## src/logic/ppm_pkg.sv

```systemverilog
// Purpose: shared constants and carriers for the port pin function mux
// Assumes: 50 MHz clock, oscillator equals the system clock
// Notes: one machine cycle is six clocks, three in double-speed mode
package ppm_pkg;
	// =====================================================
	// timing
	localparam int unsigned CLK_HZ = 50000000;
	localparam logic [2:0] CYCLE_NORMAL = 3'h6;
	localparam logic [2:0] CYCLE_DOUBLE = 3'h3;
	localparam logic [2:0] PULLUP_BOOST_CLKS = 3'h2;
	localparam logic [3:0] RESET_MACHINE_CYCLES = 4'h2;
	localparam logic [7:0] LATCH_RESET = 8'hff;
	// =====================================================
	// auxiliary control bit positions
	localparam int ALE_OFF_BIT = 0;
	localparam int PULLUP_DIS_BIT = 7;
	// =====================================================
	// carriers
	typedef struct packed {
		logic [7:0] out;
		logic [7:0] oe;
	} ppm_pins_type;

	typedef struct packed {
		logic active;      // external access in progress
		logic is_data;     // data access (not a fetch)
		logic wide;        // 16-bit address data access
		logic rd;
		logic wr;
		logic [15:0] addr;
		logic [7:0] wdata;
		logic drive_data;  // port zero drives write data
	} ppm_xbus_type;

	typedef struct packed {
		logic master;
		logic enable;
		logic sck;
		logic mosi;
		logic miso;
	} ppm_spi_type;

	typedef struct packed {
		logic [4:0] cex_out;
		logic [4:0] cex_oe;
		logic t2_clkout;
		logic t2_clkout_en;
		logic txd;
	} ppm_periph_type;

	typedef enum logic [2:0] {
		PPM_NORMAL = 3'b001,
		PPM_PROGRAM = 3'b010,
		PPM_VERIFY = 3'b100
	} ppm_mode_type;
endpackage

```

## src/logic/ppm_port_mux.sv

```systemverilog
// Purpose: pin level logic of four 8-bit ports with alternate functions
// Assumes: pins are split into input, output and output enable
// Notes: pin drive strength shown as separate strong/weak enable vectors
`timescale 1ns/1ps

module ppm_port_mux #(
	parameter int FLASH_ADDR_BITS = 7
) (
	// clock and reset
	input wire logic i_clk,
	input wire logic i_rst_n,
	// port latches and control
	input wire logic [7:0] i_p0_latch,
	input wire logic [7:0] i_p1_latch,
	input wire logic [7:0] i_port_two_latch,
	input wire logic [7:0] i_p3_latch,
	input wire logic [7:0] i_auxiliary_control_register,
	input wire logic i_double_speed_mode,
	input wire logic i_internal_fetch,
	input wire ppm_pkg::ppm_mode_type i_mode,
	input wire logic i_watchdog_reset,
	input wire logic [7:0] i_verify_code,
	// cpu external bus and peripherals
	input wire ppm_pkg::ppm_xbus_type i_xbus,
	input wire ppm_pkg::ppm_spi_type i_spi,
	input wire ppm_pkg::ppm_periph_type i_periph,
	// pins
	input wire logic [7:0] i_p0_pin,
	input wire logic [7:0] i_p1_pin,
	input wire logic [7:0] i_p2_pin,
	input wire logic [7:0] i_p3_pin,
	input wire logic i_rst_pin,
	input wire logic i_ale_pin,
	output ppm_pkg::ppm_pins_type o_p0,
	output ppm_pkg::ppm_pins_type o_p1,
	output ppm_pkg::ppm_pins_type o_p2,
	output ppm_pkg::ppm_pins_type o_p3,
	output logic [23:0] o_weak_pullup,
	output logic o_rst_pin_out,
	output logic o_rst_pin_oe,
	output logic o_ale_out,
	output logic o_ale_oe,
	// synchronised pin values toward core
	output logic [7:0] o_p0_in,
	output logic [7:0] o_p1_in,
	output logic [7:0] o_p2_in,
	output logic [7:0] o_p3_in,
	output logic o_rxd,
	output logic o_external_interrupt_zero,
	output logic o_external_interrupt_one,
	output logic o_timer_zero_count_input,
	output logic o_timer_one_count_input,
	output logic o_timer2_count_clockout_pin,
	output logic o_timer2_reload_capture_pin,
	output logic o_spi_slave_select_n,
	output logic o_counter_array_external_clock,
	output logic [4:0] o_counter_array_module_io,
	output logic o_spi_miso_in,
	output logic o_spi_mosi_in,
	output logic o_spi_sck_in,
	output logic o_program_pulse_input,
	output logic [15:0] o_flash_addr,
	output logic [7:0] o_flash_data,
	output logic o_pin_reset
);
	// =====================================================
	// input synchronisers
	logic [33:0] sync1_q;
	logic [33:0] sync2_q;
	always_ff @(posedge i_clk or negedge i_rst_n) begin
		if (!i_rst_n) begin
			sync1_q <= '0;
			sync2_q <= '0;
		end else begin
			sync1_q <= {i_ale_pin, i_rst_pin, i_p3_pin, i_p2_pin, i_p1_pin, i_p0_pin};
			sync2_q <= sync1_q;
		end
	end
	logic [7:0] p0_s, p1_s, p2_s, p3_s;
	logic rst_s, ale_s;
	assign {ale_s, rst_s, p3_s, p2_s, p1_s, p0_s} = sync2_q;
	assign o_p0_in = p0_s;
	assign o_p1_in = p1_s;
	assign o_p2_in = p2_s;
	assign o_p3_in = p3_s;

	// =====================================================
	// machine cycle divider
	logic [2:0] div_q;
	logic [2:0] cycle_len;
	logic mc_tick;
	assign cycle_len = i_double_speed_mode ? ppm_pkg::CYCLE_DOUBLE : ppm_pkg::CYCLE_NORMAL;
	assign mc_tick = (div_q >= cycle_len - 3'h1);
	always_ff @(posedge i_clk or negedge i_rst_n) begin
		if (!i_rst_n) begin
			div_q <= '0;
		end else begin
			div_q <= mc_tick ? 3'h0 : div_q + 3'h1;
		end
	end

	// =====================================================
	// address latch strobe
	logic data_seen_q;
	logic skip_q;
	logic ale_q;
	logic ale_blank;
	logic programming;
	assign programming = (i_mode != ppm_pkg::PPM_NORMAL);
	assign ale_blank = i_auxiliary_control_register[ppm_pkg::ALE_OFF_BIT] && i_internal_fetch;
	always_ff @(posedge i_clk or negedge i_rst_n) begin
		if (!i_rst_n) begin
			data_seen_q <= 1'b0;
			skip_q <= 1'b0;
		end else begin
			data_seen_q <= i_xbus.active && i_xbus.is_data;
			// one pulse skipped at the start of each data access
			if (mc_tick) begin
				skip_q <= 1'b0;
			end
			if (i_xbus.active && i_xbus.is_data && !data_seen_q) begin
				skip_q <= 1'b1;
			end
		end
	end
	always_ff @(posedge i_clk or negedge i_rst_n) begin
		if (!i_rst_n) begin
			ale_q <= 1'b0;
		end else begin
			ale_q <= mc_tick && !skip_q && !ale_blank;
		end
	end
	assign o_ale_out = ale_q;
	assign o_ale_oe = !programming;
	assign o_program_pulse_input = programming && ale_s;

	// =====================================================
	// reset pin
	logic [3:0] rst_cnt_q;
	logic pin_reset_q;
	always_ff @(posedge i_clk or negedge i_rst_n) begin
		if (!i_rst_n) begin
			rst_cnt_q <= '0;
			pin_reset_q <= 1'b0;
		end else if (!rst_s || o_rst_pin_oe) begin
			rst_cnt_q <= '0;
			pin_reset_q <= 1'b0;
		end else if (mc_tick && rst_cnt_q < ppm_pkg::RESET_MACHINE_CYCLES) begin
			rst_cnt_q <= rst_cnt_q + 4'h1;
		end else if (rst_cnt_q >= ppm_pkg::RESET_MACHINE_CYCLES) begin
			pin_reset_q <= 1'b1;
		end
	end
	assign o_pin_reset = pin_reset_q;
	assign o_rst_pin_oe = i_watchdog_reset;
	assign o_rst_pin_out = i_watchdog_reset;

	// =====================================================
	// strong pull-up boost on latch rise
	logic [23:0] latch_prev_q;
	logic [23:0] boost_q [0:1];
	logic [23:0] latches;
	assign latches = {i_p3_latch, i_port_two_latch, i_p1_latch};
	always_ff @(posedge i_clk or negedge i_rst_n) begin
		if (!i_rst_n) begin
			latch_prev_q <= {3{ppm_pkg::LATCH_RESET}};
			boost_q[0] <= '0;
			boost_q[1] <= '0;
		end else begin
			latch_prev_q <= latches;
			boost_q[0] <= latches & ~latch_prev_q;
			boost_q[1] <= boost_q[0];
		end
	end
	logic [23:0] boost;
	assign boost = boost_q[0] | boost_q[1];
	// weak pull-up on ones always; on zeros unless disabled
	assign o_weak_pullup = latches |
		{24{!i_auxiliary_control_register[ppm_pkg::PULLUP_DIS_BIT]}};

	// =====================================================
	// port zero
	always_comb begin
		o_p0.out = '0;
		o_p0.oe = ~i_p0_latch;
		if (i_mode == ppm_pkg::PPM_PROGRAM) begin
			o_p0.oe = '0;
		end else if (i_mode == ppm_pkg::PPM_VERIFY) begin
			o_p0.out = '0;
			o_p0.oe = ~i_verify_code;
		end else if (i_xbus.active) begin
			o_p0.out = i_xbus.drive_data ? i_xbus.wdata : i_xbus.addr[7:0];
			o_p0.oe = (i_xbus.drive_data || !i_xbus.rd) ? 8'hff : 8'h00;
		end
	end

	// =====================================================
	// port two
	logic p2_addr;
	assign p2_addr = i_xbus.active && (!i_xbus.is_data || i_xbus.wide);
	always_comb begin
		if (programming) begin
			o_p2.out = '0;
			o_p2.oe = '0;
		end else if (p2_addr) begin
			o_p2.out = i_xbus.addr[15:8];
			o_p2.oe = 8'hff;
		end else begin
			o_p2.out = i_port_two_latch;
			o_p2.oe = ~i_port_two_latch | boost[15:8];
		end
	end
	assign o_flash_addr = {{(8-FLASH_ADDR_BITS){1'b0}}, p2_s[FLASH_ADDR_BITS-1:0], p1_s};
	assign o_flash_data = p0_s;

	// =====================================================
	// port one
	logic [7:0] p1_alt_out, p1_alt_en;
	always_comb begin
		p1_alt_out = '0;
		p1_alt_en = '0;
		p1_alt_out[0] = i_periph.t2_clkout;
		p1_alt_en[0] = i_periph.t2_clkout_en;
		p1_alt_out[7:3] = i_periph.cex_out;
		p1_alt_en[7:3] = i_periph.cex_oe;
		if (i_spi.enable && i_spi.master) begin
			p1_alt_out[6] = i_spi.sck;
			p1_alt_en[6] = 1'b1;
			p1_alt_out[7] = i_spi.mosi;
			p1_alt_en[7] = 1'b1;
			p1_alt_en[5] = 1'b0;
		end else if (i_spi.enable) begin
			p1_alt_out[5] = i_spi.miso;
			p1_alt_en[5] = 1'b1;
			p1_alt_en[7:6] = 2'h0;
		end
	end
	always_comb begin
		o_p1.out = '0;
		o_p1.oe = '0;
		if (!programming) begin
			for (int b = 0; b < 8; b++) begin
				o_p1.out[b] = p1_alt_en[b] ? p1_alt_out[b] : i_p1_latch[b];
				o_p1.oe[b] = p1_alt_en[b] | ~i_p1_latch[b] | boost[b];
			end
		end
	end
	assign o_timer2_count_clockout_pin = p1_s[0];
	assign o_timer2_reload_capture_pin = p1_s[1];
	assign o_spi_slave_select_n = p1_s[1];
	assign o_counter_array_external_clock = p1_s[2];
	assign o_counter_array_module_io = p1_s[7:3];
	assign o_spi_miso_in = p1_s[5];
	assign o_spi_mosi_in = p1_s[7];
	assign o_spi_sck_in = p1_s[6];

	// =====================================================
	// port three
	logic [7:0] p3_alt_out, p3_alt_en;
	always_comb begin
		p3_alt_out = 8'hff;
		p3_alt_en = '0;
		p3_alt_out[1] = i_periph.txd;
		p3_alt_en[1] = !i_p3_latch[1] ? 1'b0 : 1'b1;
		if (i_xbus.active && i_xbus.is_data) begin
			p3_alt_out[6] = !i_xbus.wr;
			p3_alt_out[7] = !i_xbus.rd;
			p3_alt_en[7:6] = 2'h3;
		end
	end
	always_comb begin
		for (int b = 0; b < 8; b++) begin
			o_p3.out[b] = p3_alt_en[b] ? p3_alt_out[b] : i_p3_latch[b];
			o_p3.oe[b] = p3_alt_en[b] | ~i_p3_latch[b] | boost[16+b];
		end
	end
	assign o_rxd = p3_s[0];
	assign o_external_interrupt_zero = p3_s[2];
	assign o_external_interrupt_one = p3_s[3];
	assign o_timer_zero_count_input = p3_s[4];
	assign o_timer_one_count_input = p3_s[5];

	// =====================================================
	// checks
	ale_rate_a: assert property (@(posedge i_clk) disable iff (!i_rst_n)
		o_ale_out |-> $past(mc_tick)) else $error("strobe not on cycle edge");
	ale_blank_a: assert property (@(posedge i_clk) disable iff (!i_rst_n)
		$past(ale_blank) |-> !o_ale_out) else $error("strobe during internal fetch");
	ale_skip_a: assert property (@(posedge i_clk) disable iff (!i_rst_n)
		(i_xbus.active && i_xbus.is_data && !data_seen_q && !mc_tick) ##1 mc_tick
		|=> !o_ale_out) else $error("strobe not skipped");
	p0_float_a: assert property (@(posedge i_clk) disable iff (!i_rst_n)
		(!i_xbus.active && !programming) |-> (o_p0.oe == ~i_p0_latch))
		else $error("port zero drives a one");
	p2_addr_a: assert property (@(posedge i_clk) disable iff (!i_rst_n)
		(p2_addr && !programming) |-> (o_p2.out == i_xbus.addr[15:8] && &o_p2.oe))
		else $error("port two address wrong");
	boost_a: assert property (@(posedge i_clk) disable iff (!i_rst_n)
		$rose(i_p1_latch[0]) ##1 $stable(i_p1_latch[0]) |-> boost[0] ##1 boost[0] ##1 !boost[0])
		else $error("boost length wrong");
	rst_drive_a: assert property (@(posedge i_clk) disable iff (!i_rst_n)
		i_watchdog_reset |-> (o_rst_pin_oe && o_rst_pin_out)) else $error("reset pin not driven");
	spi_dir_a: assert property (@(posedge i_clk) disable iff (!i_rst_n)
		(i_spi.enable && i_spi.master && !programming) |-> (o_p1.out[6] == i_spi.sck && o_p1.oe[6]))
		else $error("spi master pins wrong");
	program_pulse_input_ale_a: assert property (@(posedge i_clk) disable iff (!i_rst_n)
		programming |-> !o_ale_oe) else $error("strobe driven while programming");
	pin_reset_a: assert property (@(posedge i_clk) disable iff (!i_rst_n)
		!rst_s |=> !o_pin_reset) else $error("reset held without pin");
	p2_narrow_a: assert property (@(posedge i_clk) disable iff (!i_rst_n)
		(i_xbus.active && i_xbus.is_data && !i_xbus.wide && !programming)
		|-> (o_p2.out == i_port_two_latch)) else $error("port two narrow access wrong");
	p3_strobe_a: assert property (@(posedge i_clk) disable iff (!i_rst_n)
		(i_xbus.active && i_xbus.is_data)
		|-> (o_p3.out[7:6] == {!i_xbus.rd, !i_xbus.wr} && &o_p3.oe[7:6]))
		else $error("data strobes wrong");
	p0_verify_a: assert property (@(posedge i_clk) disable iff (!i_rst_n)
		(i_mode == ppm_pkg::PPM_VERIFY) |-> (o_p0.oe == ~i_verify_code && o_p0.out == 8'h00))
		else $error("code byte not shown");
	ext_data_c: cover property (@(posedge i_clk) i_xbus.active && i_xbus.is_data && i_xbus.wide);
	spi_slave_c: cover property (@(posedge i_clk) i_spi.enable && !i_spi.master);
	pin_reset_c: cover property (@(posedge i_clk) $rose(o_pin_reset));
	program_pulse_input_mode_c: cover property (@(posedge i_clk) programming && o_program_pulse_input);
	fast_strobe_c: cover property (@(posedge i_clk) i_double_speed_mode && o_ale_out);
endmodule // ppm_port_mux

```

## config.mk

```make
export PLATFORM = sky130hd
export DESIGN_NAME = ppm_port_mux
export DESIGN_NICKNAME = d
export VERILOG_FILES = /design/src/logic/ppm_pkg.sv /design/src/logic/ppm_port_mux.sv
export SDC_FILE = /design/constraint.sdc
export NUM_CORES = 1
export LEC_CHECK = 0
export BUFFER_PORTS_ARGS = -buffer_cell sky130_fd_sc_hd__buf_4
export CORE_ASPECT_RATIO = 0.8
export CORE_UTILIZATION = 45
export DETAILED_ROUTE_END_ITERATION = 8
export GPL_TIMING_DRIVEN = 0
export MAX_ROUTING_LAYER = met4
export PLACE_DENSITY = 0.91
export SLEW_MARGIN = 20
export SYNTH_ARGS = -nofsm -noshare
export SYNTH_HDL_FRONTEND = slang
export SYNTH_SLANG_ARGS = --single-unit
```

## constraint.sdc

```tcl
create_clock -name i_clk -period 1.9 [get_ports i_clk]
set_input_delay 0.19 -clock i_clk [delete_from_list [all_inputs] [get_ports i_clk]]
set_output_delay 0.19 -clock i_clk [all_outputs]
set_load 0.005 [all_outputs]
```

==> impl_metrics.csv <==
group,metric,value,unit
hold_path,min_from,"i_xbus[28]",
detailed_routing,drc_errors,0,
synth,seq_area_frac_synth,0.653,
global_route,grt_max_degree,97,
worst_setup_path,worstPathRequired,1710,ps
placement,globalplace.congestion,0.857,
placement,numPortBuffers,294,
worst_setup_path,criticalPathCategory,"in2out",
timing,slew_headroom,0.288,
clock_network,clk_latency,420,ps
timing,worstMarginPinSlew,1060,ps
timing,hold-worst-slack,151,ps
worst_setup_path,crit_family,"buffers and inverters",
layout,antennaDiodeCount,0,
floorplanning,die_h,103,um
detailed_routing,detail_route.iter0.violations,212,
worst_setup_path,worst_setup_path_start_kind,"input pin",
detailed_routing,wl,17800,um
worst_setup_path,path_buf_inv,3,
hold_path,min_path_type,"in2reg",
synth,synthesis.nets,613,
synth,synth-seq-cells,148,
synth,synth-edff-count,0,
clock_network,post_cts_buffers,0,
synth,syn_area,5710,um2
timing,skew,10.9,ps
global_route,grt_pass1_wl,26700,um
layout,nets,987,
global_route,antenna_found_initial,0,
timing,finalMaxSlewViolations,0,
worst_setup_path,crit_start,"i_p1_latch[7]",
synth,avgSynthCellArea,12.2,um2
worst_setup_path,r2r-start,"div_q[2]$_DFF_PN0_",
clock_network,cts_buffers,17,
power_and_ir_drop,p_leak,4.74,nW
clock_network,root_buffer,"clkbuf_16",
synth,synth_flop_cell,"dfrtp_1",
run,cap_violations,0,
clock_network,path_clk_slew,60,ps
power_and_ir_drop,p_per_area,844,nW/um2
floorplanning,die_w,128,um
synth,synthCells,469,
worst_setup_path,cp_max_fo,6,
floorplanning,die_area,13200,um2
run_status,status,"finished, final reports clean",
floorplanning,core_region_area,12300,um2
detailed_routing,drt_pass1_iterations,4,
timing,fin_setup_tns,0,ps
worst_setup_path,worstSetupEndpointType,"primary output",
synth,postSynth.asyncResetShare,1.00,
clock_network,cts_sinks,148,
detailed_routing,wl_per_cell,17.3,um
layout,syn_to_final_growth,63.2,%
worst_setup_path,worst-endpoint-arrival,1630,ps
floorplanning,start_util,0.465,
placement,dp.cells,935,
detailed_routing,antenna_left,0,
floorplanning,num_io_pins,305,
power_and_ir_drop,vdd_ir_drop_max,640,uV
worst_setup_path,max_stage_delay,560,ps
timing,rsz0062_at_grt,"false",
layout,stdcell_count,1027,
worst_setup_path,critical-path-slowest-cell,"dlygate4sd3_1",
global_route,grt_usage,0.284,
timing,post-route-period-util,0.960,
synth,yosysWarnings,0,
timing,setup_viol,0,
floorplanning,num_rows,36,
global_route,grt.overflow.total,0,
clock_network,cts_buffer_depth,2,
timing,max_freq,548,MHz
detailed_routing,vias,4912,
placement,dp_hpwl,11400,um
timing,period_needed,1820,ps
detailed_routing,vias_per_cell,4.78,
clock_network,h-tree-depth,4,
synth,synth_cell_types,37,
clock_network,cts_tree,"built",
worst_setup_path,crit_path_cell_trace,"dlygate4sd3_1, buf_4, nor2b_1, a211oi_1, a211oi_1, buf_4",
global_route,grt_pass1_vias,5081,
layout,final_layout_size_suffix_gt1_frac,0.500,
timing,hold_viol,0,
==> cell usage after synthesis, drive strengths merged (2+ instances only) <==
cell type,instances,area share
dfstp,23,0.11
nor2,61,0.041
dfrtp,125,0.55
ha,6,0.013
conb,2,0.0013
nor3,3,0.0026
buf,73,0.096
mux2i,19,0.033
nor2b,25,0.027
and2,6,0.0066
a21oi,5,0.0044
inv,8,0.0053
o21ai,7,0.0068
a41oi,2,0.0031
a211oi,8,0.011
a31oi,18,0.020
clkbuf,8,0.0055
nand2b,37,0.041
nand3,2,0.0018
nand2,20,0.013
==> sequential cells by signal, indices dropped and copies added, names as in the netlist <==
| signal | count |
|---|---|
| boost_q | 46 |
| data_seen_q | 1 |
| div_q | 3 |
| latch_prev_q | 23 |
| o_ale_out | 1 |
| o_pin_reset | 1 |
| rst_cnt_q | 4 |
| skip_q | 1 |
| sync1_q | 34 |
| sync2_q | 34 |
==> cell usage in the layout, fill, tap and decap left out, types with 3 or more instances in the layout <==
master,instances
nand2b_1,37
clkbuf_1,8
a211oi_1,8
o21ai_0,5
nor3_1,3
dfstp_2,23
inv_1,8
nor2b_1,25
ha_1,6
and2_1,6
clkbuf_16,17
buf_4,364
a31oi_1,17
inv_8,3
a21oi_1,5
dfrtp_1,125
inv_6,5
nand2_1,20
nor2_1,59
clkinv_2,3
mux2i_1,19
dlygate4sd3_1,60
==> metrics by stage <==
stage	power [mW]	area (um2)	setup WS [ps]	util
after floorplan	3.96	5710	337	-
after global placement	4.62	8130	45.6	0.661
after detailed placement	4.68	8170	57.1	0.664
after CTS	7.87	9320	8.41	0.758
after global routing	8.22	9320	38.8	0.758
final	7.87	9320	75.5	0.758
==> power breakdown <==
part	switching (mW)	total, mW	internal, mW
Sequential	0.103	3.48	3.37
Clock	1.38	3.09	1.71
Combinational	0.545	1.30	0.755
==> logic make-up after synthesis <==
| family | share of synthesized area |
|---|---|
| other | 0.00131 |
| DFF | 0.653 |
| buffers and inverters | 0.107 |
| AOI/OAI and AO/OA | 0.0484 |
| muxes | 0.0333 |
| and+or+nand+nor | 0.141 |
| adders and majority gates | 0.0131 |
| xor gates and xnor gates | 0.00307 |
==> final cells by class <==
cell class,instances,area (um2)
plain buffers,81,581
clock buffers,18,429
clock inverters,14,116
fillers,758,2980
inverters,8,30.0
multi-input cells,232,1380
flip-flops and latches,148,3730
well taps,171,214
repair buffers,355,2840
==> what timing repair did <==
item,in CTS,in global routing
hold endpoints to repair,103,0
setup endpoints to repair,0,4
hold buffers,60,0
resized for setup,0,1
==> worst reg2reg max path: stages (launching register included) <==
cell,delay [ps]
dfrtp_1,390
ha_1,310
a21o_1,200
a31oi_2,390
or2_2,210
o21ai_0,110
==> per-layer routing <==
| layer | up-vias | part of all wire | GRT usage |
|---|---|---|---|
| met1 | 2403 | 0.36 | 0.297 |
| met4 | 0 | 0.029 | 0.115 |
| met5 | - | 0 | - |
| met3 | 44 | 0.068 | 0.0763 |
| met2 | 259 | 0.55 | 0.514 |
| li1 | 2206 | - | - |
==> final timing paths <==
path | endpoint | slack [ps] | cells after the start
worst min-delay path | data_seen_q$_DFF_PN0_ | 150 | 3
worst max register to register | rst_cnt_q[2]$_DFFE_PN0P_ | 160 | 5
worst max-delay path | o_p1[15] | 80 | 6
max in group asynchronous | latch_prev_q[18]$_DFF_PN1_ | 830 | 3
min in group asynchronous | boost_q[10]$_DFF_PN0_ | 280 | 2
worst min register to register | sync2_q[18]$_DFF_PN0_ | 350 | 0
No activity file was read; power rests on OpenSTA's default activity.
